$ cat config.mk
export PLATFORM = sky130hd
export DESIGN_NAME = bis_summary
export DESIGN_NICKNAME = d
export VERILOG_FILES = /design/src/logic/bis_pkg.sv /design/src/logic/bis_summary.sv /design/src/logic/bis_src_latch.sv
export SDC_FILE = /design/constraint.sdc
export NUM_CORES = 1
export LEC_CHECK = 0
export BUFFER_PORTS_ARGS = -buffer_cell sky130_fd_sc_hd__buf_2
export CELL_PAD_IN_SITES_DETAIL_PLACEMENT = 1
export CELL_PAD_IN_SITES_GLOBAL_PLACEMENT = 1
export CORE_UTILIZATION = 28
export CTS_CLUSTER_DIAMETER = 80
export CTS_CLUSTER_SIZE = 12
export DETAILED_ROUTE_END_ITERATION = 12
export PLACE_DENSITY_LB_ADDON = 0.08
export SLEW_MARGIN = 20
export SYNTH_ARGS = -nofsm -noshare
export SYNTH_HDL_FRONTEND = slang
export SYNTH_SLANG_ARGS = --single-unit
$ cat constraint.sdc
create_clock -name ref_clk -period 4.5 [get_ports ref_clk]
set_input_delay 0.225 -clock ref_clk [delete_from_list [all_inputs] [get_ports ref_clk]]
set_output_delay 0.225 -clock ref_clk [all_outputs]
set_load 0.02 [all_outputs]
$ cat src/logic/bis_pkg.sv
// package: register map, field positions and carriers of the summary block
package bis_pkg;
    localparam int unsigned ADDR_W = 16;
    localparam int unsigned DATA_W = 32;
    // register indices (channel 0 layout); the indices count aligned words,
    // so each one maps to the byte address four times it
    localparam int unsigned IDX_LSB = 2;
    localparam int unsigned IDX_W = 12;
    localparam logic [11:0] OFS_SUMMARY = 12'hb00;
    localparam logic [11:0] OFS_ENABLE = 12'hb01;
    localparam logic [11:0] OFS_ALARM_A = 12'hb02;
    localparam logic [11:0] OFS_FRAMER = 12'hb04;
    localparam logic [11:0] OFS_DL_1 = 12'hb06;
    localparam logic [11:0] OFS_SLIP = 12'hb08;
    localparam logic [11:0] OFS_NB6 = 12'hb0c;
    localparam logic [11:0] OFS_ALARM_B = 12'hb0e;
    localparam logic [11:0] OFS_DL_4 = 12'hb10;
    localparam logic [11:0] OFS_DL_2 = 12'hb16;
    localparam logic [11:0] OFS_DL_5 = 12'hb18;
    localparam logic [11:0] OFS_DL_3 = 12'hb26;
    localparam logic [11:0] OFS_DL_6 = 12'hb28;
    localparam logic [11:0] OFS_ALARM_C = 12'hb40;
    localparam logic [11:0] OFS_CONFIG = 12'h100;
    // summary register bit positions
    localparam int unsigned BIT_NB6 = 7;
    localparam int unsigned BIT_T1_ONLY = 6;
    localparam int unsigned BIT_CLK_LOSS = 5;
    localparam int unsigned BIT_ONE_SEC = 4;
    localparam int unsigned BIT_DL = 3;
    localparam int unsigned BIT_SLIP = 2;
    localparam int unsigned BIT_ALARM = 1;
    localparam int unsigned BIT_FRAMER = 0;
    // enable and config bit positions
    localparam int unsigned BIT_NB6_ENABLE = 7;
    localparam int unsigned BIT_LOSS_DETECT = 0;
    localparam int unsigned NUM_DL = 6;
    localparam int unsigned NUM_ALARM = 3;
    localparam int unsigned SRC_W = 8;
    localparam logic [7:0] SUMMARY_RESET = 8'h00;
    localparam logic [7:0] ENABLE_RESET = 8'h00;
    localparam logic [7:0] CONFIG_RESET = 8'h00;

    // event pulses raised by the sub-blocks, one vector per sub-block, plus single clk_loss and one_sec bits
    typedef struct packed {
        logic [SRC_W-1:0] nb6;
        logic [SRC_W-1:0] framer;
        logic [SRC_W-1:0] slip;
        logic [NUM_ALARM-1:0][SRC_W-1:0] alarm;
        logic [NUM_DL-1:0][SRC_W-1:0] dl;
        logic clk_loss;
        logic one_sec;
    } bis_src_type;

    // read strobes: one pulse per sub-block status register read
    typedef struct packed {
        logic nb6;
        logic framer;
        logic slip;
        logic [NUM_ALARM-1:0] alarm;
        logic [NUM_DL-1:0] dl;
    } bis_rdclr_type;
endpackage : bis_pkg

$ cat src/logic/bis_summary.sv
// block interrupt summary: apb slave, sub-block latches and summary register
//
// The APB register port was chosen for this implementation.
`timescale 1ns/1ps
module bis_summary import bis_pkg::*; (
    input wire logic ref_clk, // 25 mhz register clock
    input wire logic rst, // synchronous reset, high
    input wire logic psel, // apb select
    input wire logic penable, // apb access phase
    input wire logic pwrite, // apb direction
    input wire logic [ADDR_W-1:0] paddr, // apb byte address
    input wire logic [DATA_W-1:0] pwdata, // apb write data
    output logic [DATA_W-1:0] prdata, // apb read data
    output logic pready, // apb ready
    output logic pslverr, // apb error, unmapped address
    input wire bis_src_type raise, // sub-block event pulses
    input wire bis_src_type src_en, // source-level enables
    output logic [7:0] summary_out, // registered summary value
    output bis_rdclr_type rd_clr // status read pulses to sub-blocks
);
    // ------------------------------------------------------------
    // state
    // ------------------------------------------------------------
    typedef struct packed {
        logic [7:0] summary;
        logic [7:0] enable;
        logic [7:0] config_reg;
        logic [DATA_W-1:0] rdata;
        logic err;
    } bis_state_type;

    bis_state_type state_q;
    bis_state_type state_d;

    logic [11:0] ofs;
    logic access;
    logic hit_rd;
    logic pend_nb6;
    logic pend_framer;
    logic pend_slip;
    logic [NUM_ALARM-1:0] pend_alarm;
    logic [NUM_DL-1:0] pend_dl;
    logic [7:0] sum_now;
    logic mapped;
    logic [3:0] grp;

    // each register takes one aligned word, so the index sits above the
    // byte lane bits; the channel select lies beyond paddr and is decoded
    // by the chip top
    assign ofs = paddr[IDX_LSB +: IDX_W];
    assign access = psel && penable;
    assign hit_rd = access && !pwrite;

    // ------------------------------------------------------------
    // read-to-clear strobes
    // ------------------------------------------------------------
    always_comb begin
        rd_clr = '0;
        rd_clr.nb6 = hit_rd && (ofs == OFS_NB6);
        rd_clr.framer = hit_rd && (ofs == OFS_FRAMER);
        rd_clr.slip = hit_rd && (ofs == OFS_SLIP);
        rd_clr.alarm[0] = hit_rd && (ofs == OFS_ALARM_A);
        rd_clr.alarm[1] = hit_rd && (ofs == OFS_ALARM_B);
        rd_clr.alarm[2] = hit_rd && (ofs == OFS_ALARM_C);
        rd_clr.dl[0] = hit_rd && (ofs == OFS_DL_1);
        rd_clr.dl[1] = hit_rd && (ofs == OFS_DL_2);
        rd_clr.dl[2] = hit_rd && (ofs == OFS_DL_3);
        rd_clr.dl[3] = hit_rd && (ofs == OFS_DL_4);
        rd_clr.dl[4] = hit_rd && (ofs == OFS_DL_5);
        rd_clr.dl[5] = hit_rd && (ofs == OFS_DL_6);
    end

    // ------------------------------------------------------------
    // sub-block pending latches
    // ------------------------------------------------------------
    // flags latch even while masked: a source enabled later shows its old
    // request at once, so software clears the status before enabling
    logic nb6_block_on;
    assign nb6_block_on = state_q.enable[BIT_NB6_ENABLE];

    bis_src_latch u_nb6 (
        .ref_clk(ref_clk),
        .rst(rst),
        .raise(raise.nb6),
        // block enable low masks every source of the group
        .src_en(src_en.nb6 & {SRC_W{nb6_block_on}}),
        .rd_clr(rd_clr.nb6),
        .pending(pend_nb6)
    );

    bis_src_latch u_framer (
        .ref_clk(ref_clk),
        .rst(rst),
        .raise(raise.framer),
        .src_en(src_en.framer),
        .rd_clr(rd_clr.framer),
        .pending(pend_framer)
    );

    bis_src_latch u_slip (
        .ref_clk(ref_clk),
        .rst(rst),
        .raise(raise.slip),
        .src_en(src_en.slip),
        .rd_clr(rd_clr.slip),
        .pending(pend_slip)
    );

    generate
        for (genvar g = 0; g < NUM_ALARM; g++) begin : g_alarm
            bis_src_latch u_alarm (
                .ref_clk(ref_clk),
                .rst(rst),
                .raise(raise.alarm[g]),
                .src_en(src_en.alarm[g]),
                .rd_clr(rd_clr.alarm[g]),
                .pending(pend_alarm[g])
            );
        end
        for (genvar g = 0; g < NUM_DL; g++) begin : g_dl
            bis_src_latch u_dl (
                .ref_clk(ref_clk),
                .rst(rst),
                .raise(raise.dl[g]),
                .src_en(src_en.dl[g]),
                .rd_clr(rd_clr.dl[g]),
                .pending(pend_dl[g])
            );
        end
    endgenerate

    // ------------------------------------------------------------
    // summary composition
    // ------------------------------------------------------------
    always_comb begin
        sum_now = SUMMARY_RESET;
        sum_now[BIT_NB6] = pend_nb6;
        sum_now[BIT_T1_ONLY] = 1'b0;
        // live level, forced low while detection is switched off
        sum_now[BIT_CLK_LOSS] = raise.clk_loss && src_en.clk_loss
            && state_q.config_reg[BIT_LOSS_DETECT];
        sum_now[BIT_ONE_SEC] = raise.one_sec
            && src_en.one_sec;
        sum_now[BIT_DL] = |pend_dl;
        sum_now[BIT_SLIP] = pend_slip;
        sum_now[BIT_ALARM] = |pend_alarm;
        sum_now[BIT_FRAMER] = pend_framer;
    end

    // ------------------------------------------------------------
    // register file
    // ------------------------------------------------------------
    // sub-block status indices decode only for their read strobes; the
    // status words live in the sub-blocks and read back as zero here
    always_comb begin
        mapped = 1'b1;
        grp = 4'h0;
        unique case (ofs)
            OFS_SUMMARY: grp = 4'h1;
            OFS_ENABLE: grp = 4'h2;
            OFS_CONFIG: grp = 4'h3;
            OFS_NB6, OFS_FRAMER, OFS_SLIP, OFS_ALARM_A, OFS_ALARM_B,
            OFS_ALARM_C, OFS_DL_1, OFS_DL_2, OFS_DL_3, OFS_DL_4,
            OFS_DL_5, OFS_DL_6: grp = 4'h4;
            default: mapped = 1'b0;
        endcase
    end

    always_comb begin
        state_d = state_q;
        // summary is a registered copy of the ors; writes never reach it
        state_d.summary = sum_now;
        if (psel && !penable) begin
            state_d.err = !mapped;
            state_d.rdata = '0;
            if (!pwrite) begin
                unique case (grp)
                    4'h1: state_d.rdata = {24'h000000, state_q.summary};
                    4'h2: state_d.rdata = {24'h000000, state_q.enable};
                    4'h3: state_d.rdata = {24'h000000, state_q.config_reg};
                    default: state_d.rdata = '0;
                endcase
            end
        end
        // only enable and config take writes; any other write is dropped
        if (access && pwrite) begin
            if (grp == 4'h2) begin
                state_d.enable = pwdata[7:0];
            end
            if (grp == 4'h3) begin
                state_d.config_reg = pwdata[7:0];
            end
        end
    end

    always_ff @(posedge ref_clk) begin
        if (rst) begin
            state_q.summary <= SUMMARY_RESET;
            state_q.enable <= ENABLE_RESET;
            state_q.config_reg <= CONFIG_RESET;
            state_q.rdata <= '0;
            state_q.err <= 1'b0;
        end else begin
            state_q <= state_d;
        end
    end

    // zero wait states: read data and error are captured at the setup
    // edge, so every access phase completes at its first edge
    assign pready = 1'b1;
    assign pslverr = access && state_q.err;
    assign prdata = state_q.rdata;
    assign summary_out = state_q.summary;
endmodule : bis_summary

$ cat src/logic/bis_src_latch.sv
// one sub-block's pending flags, held until its status register is read
`timescale 1ns/1ps
module bis_src_latch import bis_pkg::*; (
    input wire logic ref_clk, // 25 mhz register clock
    input wire logic rst, // synchronous reset, high
    input wire logic [SRC_W-1:0] raise, // per-source event pulses
    input wire logic [SRC_W-1:0] src_en, // source-level enables
    input wire logic rd_clr, // status register read pulse
    output logic pending // any enabled source pending
);
    typedef struct packed {
        logic [SRC_W-1:0] flag;
    } bis_latch_state_type;

    bis_latch_state_type state_q;
    bis_latch_state_type state_d;

    always_comb begin
        state_d = state_q;
        // a raise in the clearing cycle survives the read
        for (int i = 0; i < SRC_W; i++) begin
            if (rd_clr) begin
                state_d.flag[i] = 1'b0;
            end
            if (raise[i]) begin
                state_d.flag[i] = 1'b1;
            end
        end
    end

    always_ff @(posedge ref_clk) begin
        if (rst) begin
            state_q <= '0;
        end else begin
            state_q <= state_d;
        end
    end

    assign pending = |(state_q.flag & src_en);
endmodule : bis_src_latch

# [After elaboration in Yosys (flattened, before gate mapping)]
# Index checks and enable logic that the tools add are counted.
[word_totals] ff_bits=153 out_inout_bits=54 word_cells=373
[classes] n_mux=112 bitwise=13 reduce_logical=128 eq_ne=18
[ops] op="2-bit nonzero test" count=96
[ops] op="12-bit equality test (second input constant)" count=14
[ops] op="1-bit 2-to-1 mux" count=109
[ops] op="8-bit bitwise AND" count=13
[ops] op="48-bit OR reduction" count=1
[ops] op="8-bit one-hot mux with 3 select lines" count=1
[ops] op="24-bit OR reduction" count=1
[ops] op="8-bit OR reduction" count=3
[ops] op="1-bit logical AND" count=20
[ops] op="15-bit OR reduction" count=1
[ops] op="12-bit by 9-bit equality test with 1-bit output (second input constant)" count=1
[ops] op="3-bit one-hot mux with 4 select lines" count=1
[ops] op="12-bit OR reduction" count=1
[ops] op="8-bit 2-to-1 mux" count=1
[ops] op="3-bit by 2-bit equality test with 1-bit output (second input constant)" count=2
[ops] op="2-bit AND reduction" count=2
[ops] op="3-bit by 1-bit equality test with 1-bit output (second input constant)" count=1
[ops] op="1-bit zero test" count=3

# [Logic depth before layout (Yosys ltp)]
# Gate-level depths: netlist of run 1.
[depth] word_depth=6 ltp_mapped=6 ltp_nobuf=5

# [Modules after synthesis]
# A second synthesis of run 1 with hierarchy kept.
[unflattened] cells_unflattened=704 area_unflattened_um2=6177.2
[by_module_without_submodules] module="bis_src_latch" instances=12 cells_per_inst=38 area_per_inst_um2=340.3
[by_module_without_submodules] module="bis_summary" instances=1 cells_per_inst=248 area_per_inst_um2=2093.3

# [Worst setup path before layout of run 1]
# Ideal clock, no wire load.
[synth_path] path_kind="input to output" startpoint="in paddr[12]" endpoint="out rd_clr[2] (netlist name)" path_stages=5 slack_ns=2.832 path_buffers=1 t_arrival_ns=1.443 cell_sequence="nand4b_1 nor4b_1 nand3_1 inv_1 buf_4"
[synth_between] elab_chain_len=2
[synth_lines] element="start: declaration" line="bis_summary.sv:11" rtl="input wire logic [ADDR_W-1:0] paddr,"
[synth_lines] element="12-bit equality test" line="bis_summary.sv:67" rtl="rd_clr.dl[2] = hit_rd && (ofs == OFS_DL_3);"
[synth_lines] element="1-bit logical AND" line="bis_summary.sv:67"
[synth_lines] element="end: declaration" line="bis_summary.sv:19" rtl="output bis_rdclr_type rd_clr"
# No other way between the ends.

==> impl_metrics.ini, run 1 <==
[run_status]
status = complete, no violations

[setup_path]
arrival_ps = 2430
endpoint_kind = output pin
start_kind = primary input
critPathRequiredTime_ps = 4280
crit_fanout = 12
path_class = in2out

[sta]
period_minus_slack_ps = 2660
rsz0062_at_grt = no
slew_violations = 0
fin_hold_ws_ps = 20.7
slew_headroom = 0.380
setup_viol = 0
worst_pin_slew_ps = 929
worst_slack_ps = 1840
clock.fmax_ghz = 0.376
final_hold_viol_count = 0
tns_ps = 0
finClkSkew_ps = 8.38
period_share = 0.591

[clocking]
cts_buffers = 17
cts-root-buf = clkbuf_16
tritoncts = yes
clock-sinks = 128
cts-resized-gates = 0
clk_pin_slew_ps = 60
htreeDepth = 4
cts_buffer_depth = 2
insertion_delay_ps = 410

[power]
p_seq_frac = 0.451
leakage_nw = 3.39
combPwrFrac = 0.100
power.switching_mw = 0.655
p_per_area_nw_per_um2 = 392
switching_share = 0.239
pwr-share-clk = 0.448
p_int_mw = 2.08
finalPower_mw = 2.74
ir_drop_mv = 0.246

[detailed_routing]
ant_nets = 0
vias = 5170
drtIter0Drc = 165
drc = 0
via_per_inst = 4.89
drtPass1Iterations = 5
wl_per_cell_um = 16.7
routed_wl_um = 17700

[synthesis]
ys_ff_latch = 128
synth.most_common_cell = dfxtp_1
yosys.cell_types.count = 43
synth_top_area_frac = 0.485
synth_area_leaders = dfxtp_1 (48%), a21oi_1 (9.4%), nor2_1 (8.6%)
syn-cell-area_um2 = 5290
async_flop_share = 0
yosysWarnings = 0
synth_edf_count = 0
synth_common_cells = dfxtp_1 (128), nor2_1 (121), a21oi_1 (99)
seq_area_frac_synth = 0.485
yosys.area.top_type = dfxtp_1
synthFlopType = dfxtp_1
netlist_instances = 593
syn_area_per_cell_um2 = 8.92

[global_routing]
grt_pass1_vias = 5449
antenna_found_initial = 6
grt_pass1_wl_um = 27800
grt_usage = 0.187
grt_overflow = 0
grt_max_degree = 87

[layout]
drive_above_1_share = 0.341
finalNonFillerCells = 1058
final_net_count = 1066
synthToLayoutAreaGrowth_pct = 32.3

[placement]
pre_cts_slack_ps = 1850
gp_congestion = 0.766
port_buffers = 248
place_inst = 1025
dp_hpwl_um = 13700

[die]
start_util = 0.290
ios = 303
die-area_um2 = 19400
core_um2 = 18200
die_w_um = 139
die_h_um = 139
rows = 49

[run]
drv_cap = 0

[worst_hold_path]
worst_hold_path_type = in2reg
-- timing repair --
action                                 in CTS  in global routing
setup buffers                               0                  0
hold buffers                                2                  0
endpoints found under the hold margin       2                  0
-- power groups by stage --
stage	registers (mW)	logic, mW	clock network [mW]
3_3_place_gp	1.26	0.267	0
6_report	1.24	0.275	1.23
3_5_place_dp	1.26	0.277	0
2_1_floorplan	1.25	0.162	0
4_1_cts	1.24	0.279	1.27
5_1_grt	1.24	0.309	1.33
-- sequential cells by signal (all words and copies together) (netlist names), 7 cells and up --
name,cells
g_alarm.u_alarm.state_q,24
g_dl.u_dl.state_q,48
prdata,8
state_q,16
summary_out,7
u_framer.state_q,8
u_nb6.state_q,8
u_slip.state_q,8
-- kinds of logic (layout without fill, tap and decap cells) --
logic type,count (synthesis),in the layout,share of synthesized area
buffers and inverters,82,292,0.0968
AOI/OAI and AO/OA,169,169,0.197
xor gates and xnor gates,1,1,0.00166
other,2,28,0.00142
DFF,128,128,0.485
muxes,17,17,0.0322
and+or+nand+nor,194,194,0.186
-- layout make-up --
cell class,count,area [um^2]
diodes,2,5.00
clock buffers,24,492
clock inverters,5,32.5
fillers,2232,11200
inverters,12,45.0
multi-input cells,407,2300
flip-flops and latches,128,2560
well taps,229,287
repair buffers,251,1270
-- critical path: stages --
cell	delay, ps
buf_2	100
nand4b_1	390
nor2_1	710
nand4_1	650
inv_1	170
buf_2	180
-- stage by stage --
| stage | area, um^2 | utilization |
|---|---|---|
| 2_1_floorplan | 5380 | - |
| 3_3_place_gp | 6450 | 0.354 |
| 3_5_place_dp | 6450 | 0.354 |
| 4_1_cts | 6990 | 0.384 |
| 5_1_grt | 7000 | 0.384 |
| 6_report | 7000 | 0.384 |
-- cell usage in the layout, fill, tap and decap left out, drive strengths merged, types with 2 or more instances in the layout --
cell type,netlist,final
or4,2,2
buf,55,249
and2b,2,2
a41oi,2,2
dfxtp,128,128
a22o,11,11
mux2i,17,17
nand2,13,13
nor2,121,121
a21oi,99,99
clkinvlp,0,3
nand3,7,7
nor4,3,3
nor4b,2,2
a22oi,29,29
diode,0,2
a222oi,3,3
inv,12,12
dlygate4sd3,0,2
o21ai,8,8
and3,4,4
conb,2,26
and4,3,3
nor3,5,5
nor2b,3,3
clkinv,0,2
a221oi,14,14
nand4,12,12
clkbuf,15,24
and2,8,8
nand4b,3,3
-- layer usage --
layer,wire [um],vias to the layer above,GRT usage
met5,32,-,0
met1,7160,2464,0.215
met3,1450,28,0.0630
li1,-,2486,-
met2,8650,186,0.314
met4,371,6,0.0795
-- path summary, 6_finish.rpt --
| kind | start | to | cells after the start | slack (ps) |
|---|---|---|---|---|
| worst max-delay path | paddr[12] | rd_clr[5] | 6 | 1840 |
| worst min-delay path | raise[37] | g_dl[4].u_dl.state_q[3] | 3 | 20 |
| worst max register to register | g_dl[0].u_dl.state_q[5] | summary_out[3] | 5 | 2940 |
| worst min register to register | prdata[7] | prdata[7] | 2 | 450 |
No activity file was read; power rests on OpenSTA's default activity.
==> inputs of run 2 (changes only) <==
==> constraint.sdc (replaced) <==
create_clock -name ref_clk -period 2.1 [get_ports ref_clk]
set_input_delay 0.105 -clock ref_clk [delete_from_list [all_inputs] [get_ports ref_clk]]
set_output_delay 0.105 -clock ref_clk [all_outputs]
set_load 0.02 [all_outputs]
==> run 2 against run 1 <==
  * Flip-flop and latch count unchanged
  * Clock power up 130%
  * Die area is the same
  * Critical endpoint is now rd_clr[3]
  * Largest cell class unchanged
  * Largest power group is now the clock network
==> impl_metrics.ini, run 2 (synthesis results as in run 1) <==
[layout]
largestRegisters = g_dl.u_dl.state_q x48, g_alarm.u_alarm.state_q x24, state_q x16
drive_above_1_share = 0.313
final_common_cell = buf_2
synthToLayoutAreaGrowth_pct = 55.2
regArea_um2 = 2560
mostFrequentLayoutCells = buf_2 (247), dfxtp_1 (128), nor2_1 (121), dlygate4sd3_1 (108), a21oi_1 (99)
multi_input_area_um2 = 2310
nFillCells = 2200
top_register = g_dl.u_dl.state_q
final_net_count = 1182
largest_reg_flops = 48

[detailed_routing]
vias = 5579
drtIter0Drc = 140
via_per_inst = 4.75
wl_per_cell_um = 16.1
drtPass1Iterations = 4
drc = 0
routed_wl_um = 18900
ant_nets = 0

[clocking]
cts_buffer_depth = 2
clk_pin_slew_ps = 50
cts-root-buf = clkbuf_16
htreeDepth = 4
clock-sinks = 128
cts_buffers = 17
insertion_delay_ps = 410
tritoncts = yes

[global_routing]
grt_max_degree = 77
grt_overflow = 0
grt_pass1_vias = 5942
grt_pass1_wl_um = 29500
antenna_found_initial = 4
grt_usage = 0.195

[setup_path]
path_class = in2out
start_kind = primary input
critPathRequiredTime_ps = 2000
endpoint_kind = output pin
arrival_ps = 1760
crit_fanout = 9

[sta]
period_share = 0.888
finClkSkew_ps = 8.75
worst_pin_slew_ps = 874
tns_ps = 0
clock.fmax_ghz = 0.536
final_hold_viol_count = 0
slew_violations = 0
period_minus_slack_ps = 1870
rsz0062_at_grt = no
slew_headroom = 0.418
setup_viol = 0

[die]
die_w_um = 139
core_um2 = 18200
die_h_um = 139
die-area_um2 = 19400
rows = 49
start_util = 0.290
ios = 303

[power]
leakage_nw = 3.92
finalPower_mw = 6.29
ir_drop_mv = 0.495
p_per_area_nw_per_um2 = 766

[run_status]
status = complete, no violations

[placement]
dp_hpwl_um = 14000
gp_congestion = 0.745
port_buffers = 248

[worst_hold_path]
worst_hold_path_type = in2reg

[run]
drv_cap = 0
[run 2: cell count changes in the layout (fill, tap and decap cells not counted), moves of 2 or more]
cell | previous run | this run
dlygate4sd3_1 | 2 | 108
buf_4 | 2 | 11
bufinv_16 | 0 | 2
clkinvlp_4 | 3 | 1
[run 2: layout make-up]
type | instances | share of cell area
sequential | 128 | 0.312
clock inverter | 6 | 0.0101
antenna | 3 | 0.000915
inverter | 12 | 0.00549
timing repair buffer | 367 | 0.295
multi-input combinational | 407 | 0.282
clock buffer | 23 | 0.0595
tap | 229 | 0.0349
[run 2: timing repair]
item | CTS | global route
buffers inserted | 0 | 0
hold buffers | 108 | 0
gates resized for setup | 0 | 2
endpoints found under the hold margin | 114 | 0
endpoints found under the setup margin | 0 | 1
[run 2: stage by stage]
step	hold slack [ps]	utilization	instance area [um^2]	std cells	worst slack, ps
2_1_floorplan	222	-	5380	617	574
3_3_place_gp	308	0.359	6540	1035	82.3
3_5_place_dp	317	0.359	6540	1035	19.1
4_1_cts	15.6	0.450	8190	1172	91.5
5_1_grt	42.8	0.451	8200	1174	18.6
6_report	36.6	0.451	8210	1175	235
[run 2: final timing paths]
path	start	endpoint	slack (ps)	depth (start not counted)
worst min-delay path	src_en[86]	summary_out[0]	40	3
worst max register to register	g_dl[0].u_dl.state_q[5]	summary_out[3]	490	5
worst max-delay path	paddr[4]	rd_clr[3]	230	6
worst min register to register	prdata[7]	prdata[7]	450	2
[run 2: per-layer routing]
metal	part of all wire	GRT usage	vias up
met5	0.00053	0	-
met4	0.023	0.0836	2
met3	0.063	0.0564	33
met2	0.51	0.345	192
met1	0.41	0.216	2636
li1	-	-	2716
[run 2: critical path, stage by stage]
cell	delay, ps
buf_2	130
or3_1	520
nor3_1	340
nand2_1	370
inv_1	120
buf_2	170
[run 2: power breakdown]
part	switching, mW	internal [mW]
Sequential	0.0788	2.57
Combinational	0.341	0.418
Clock	1.03	1.85
Total	1.45	4.84
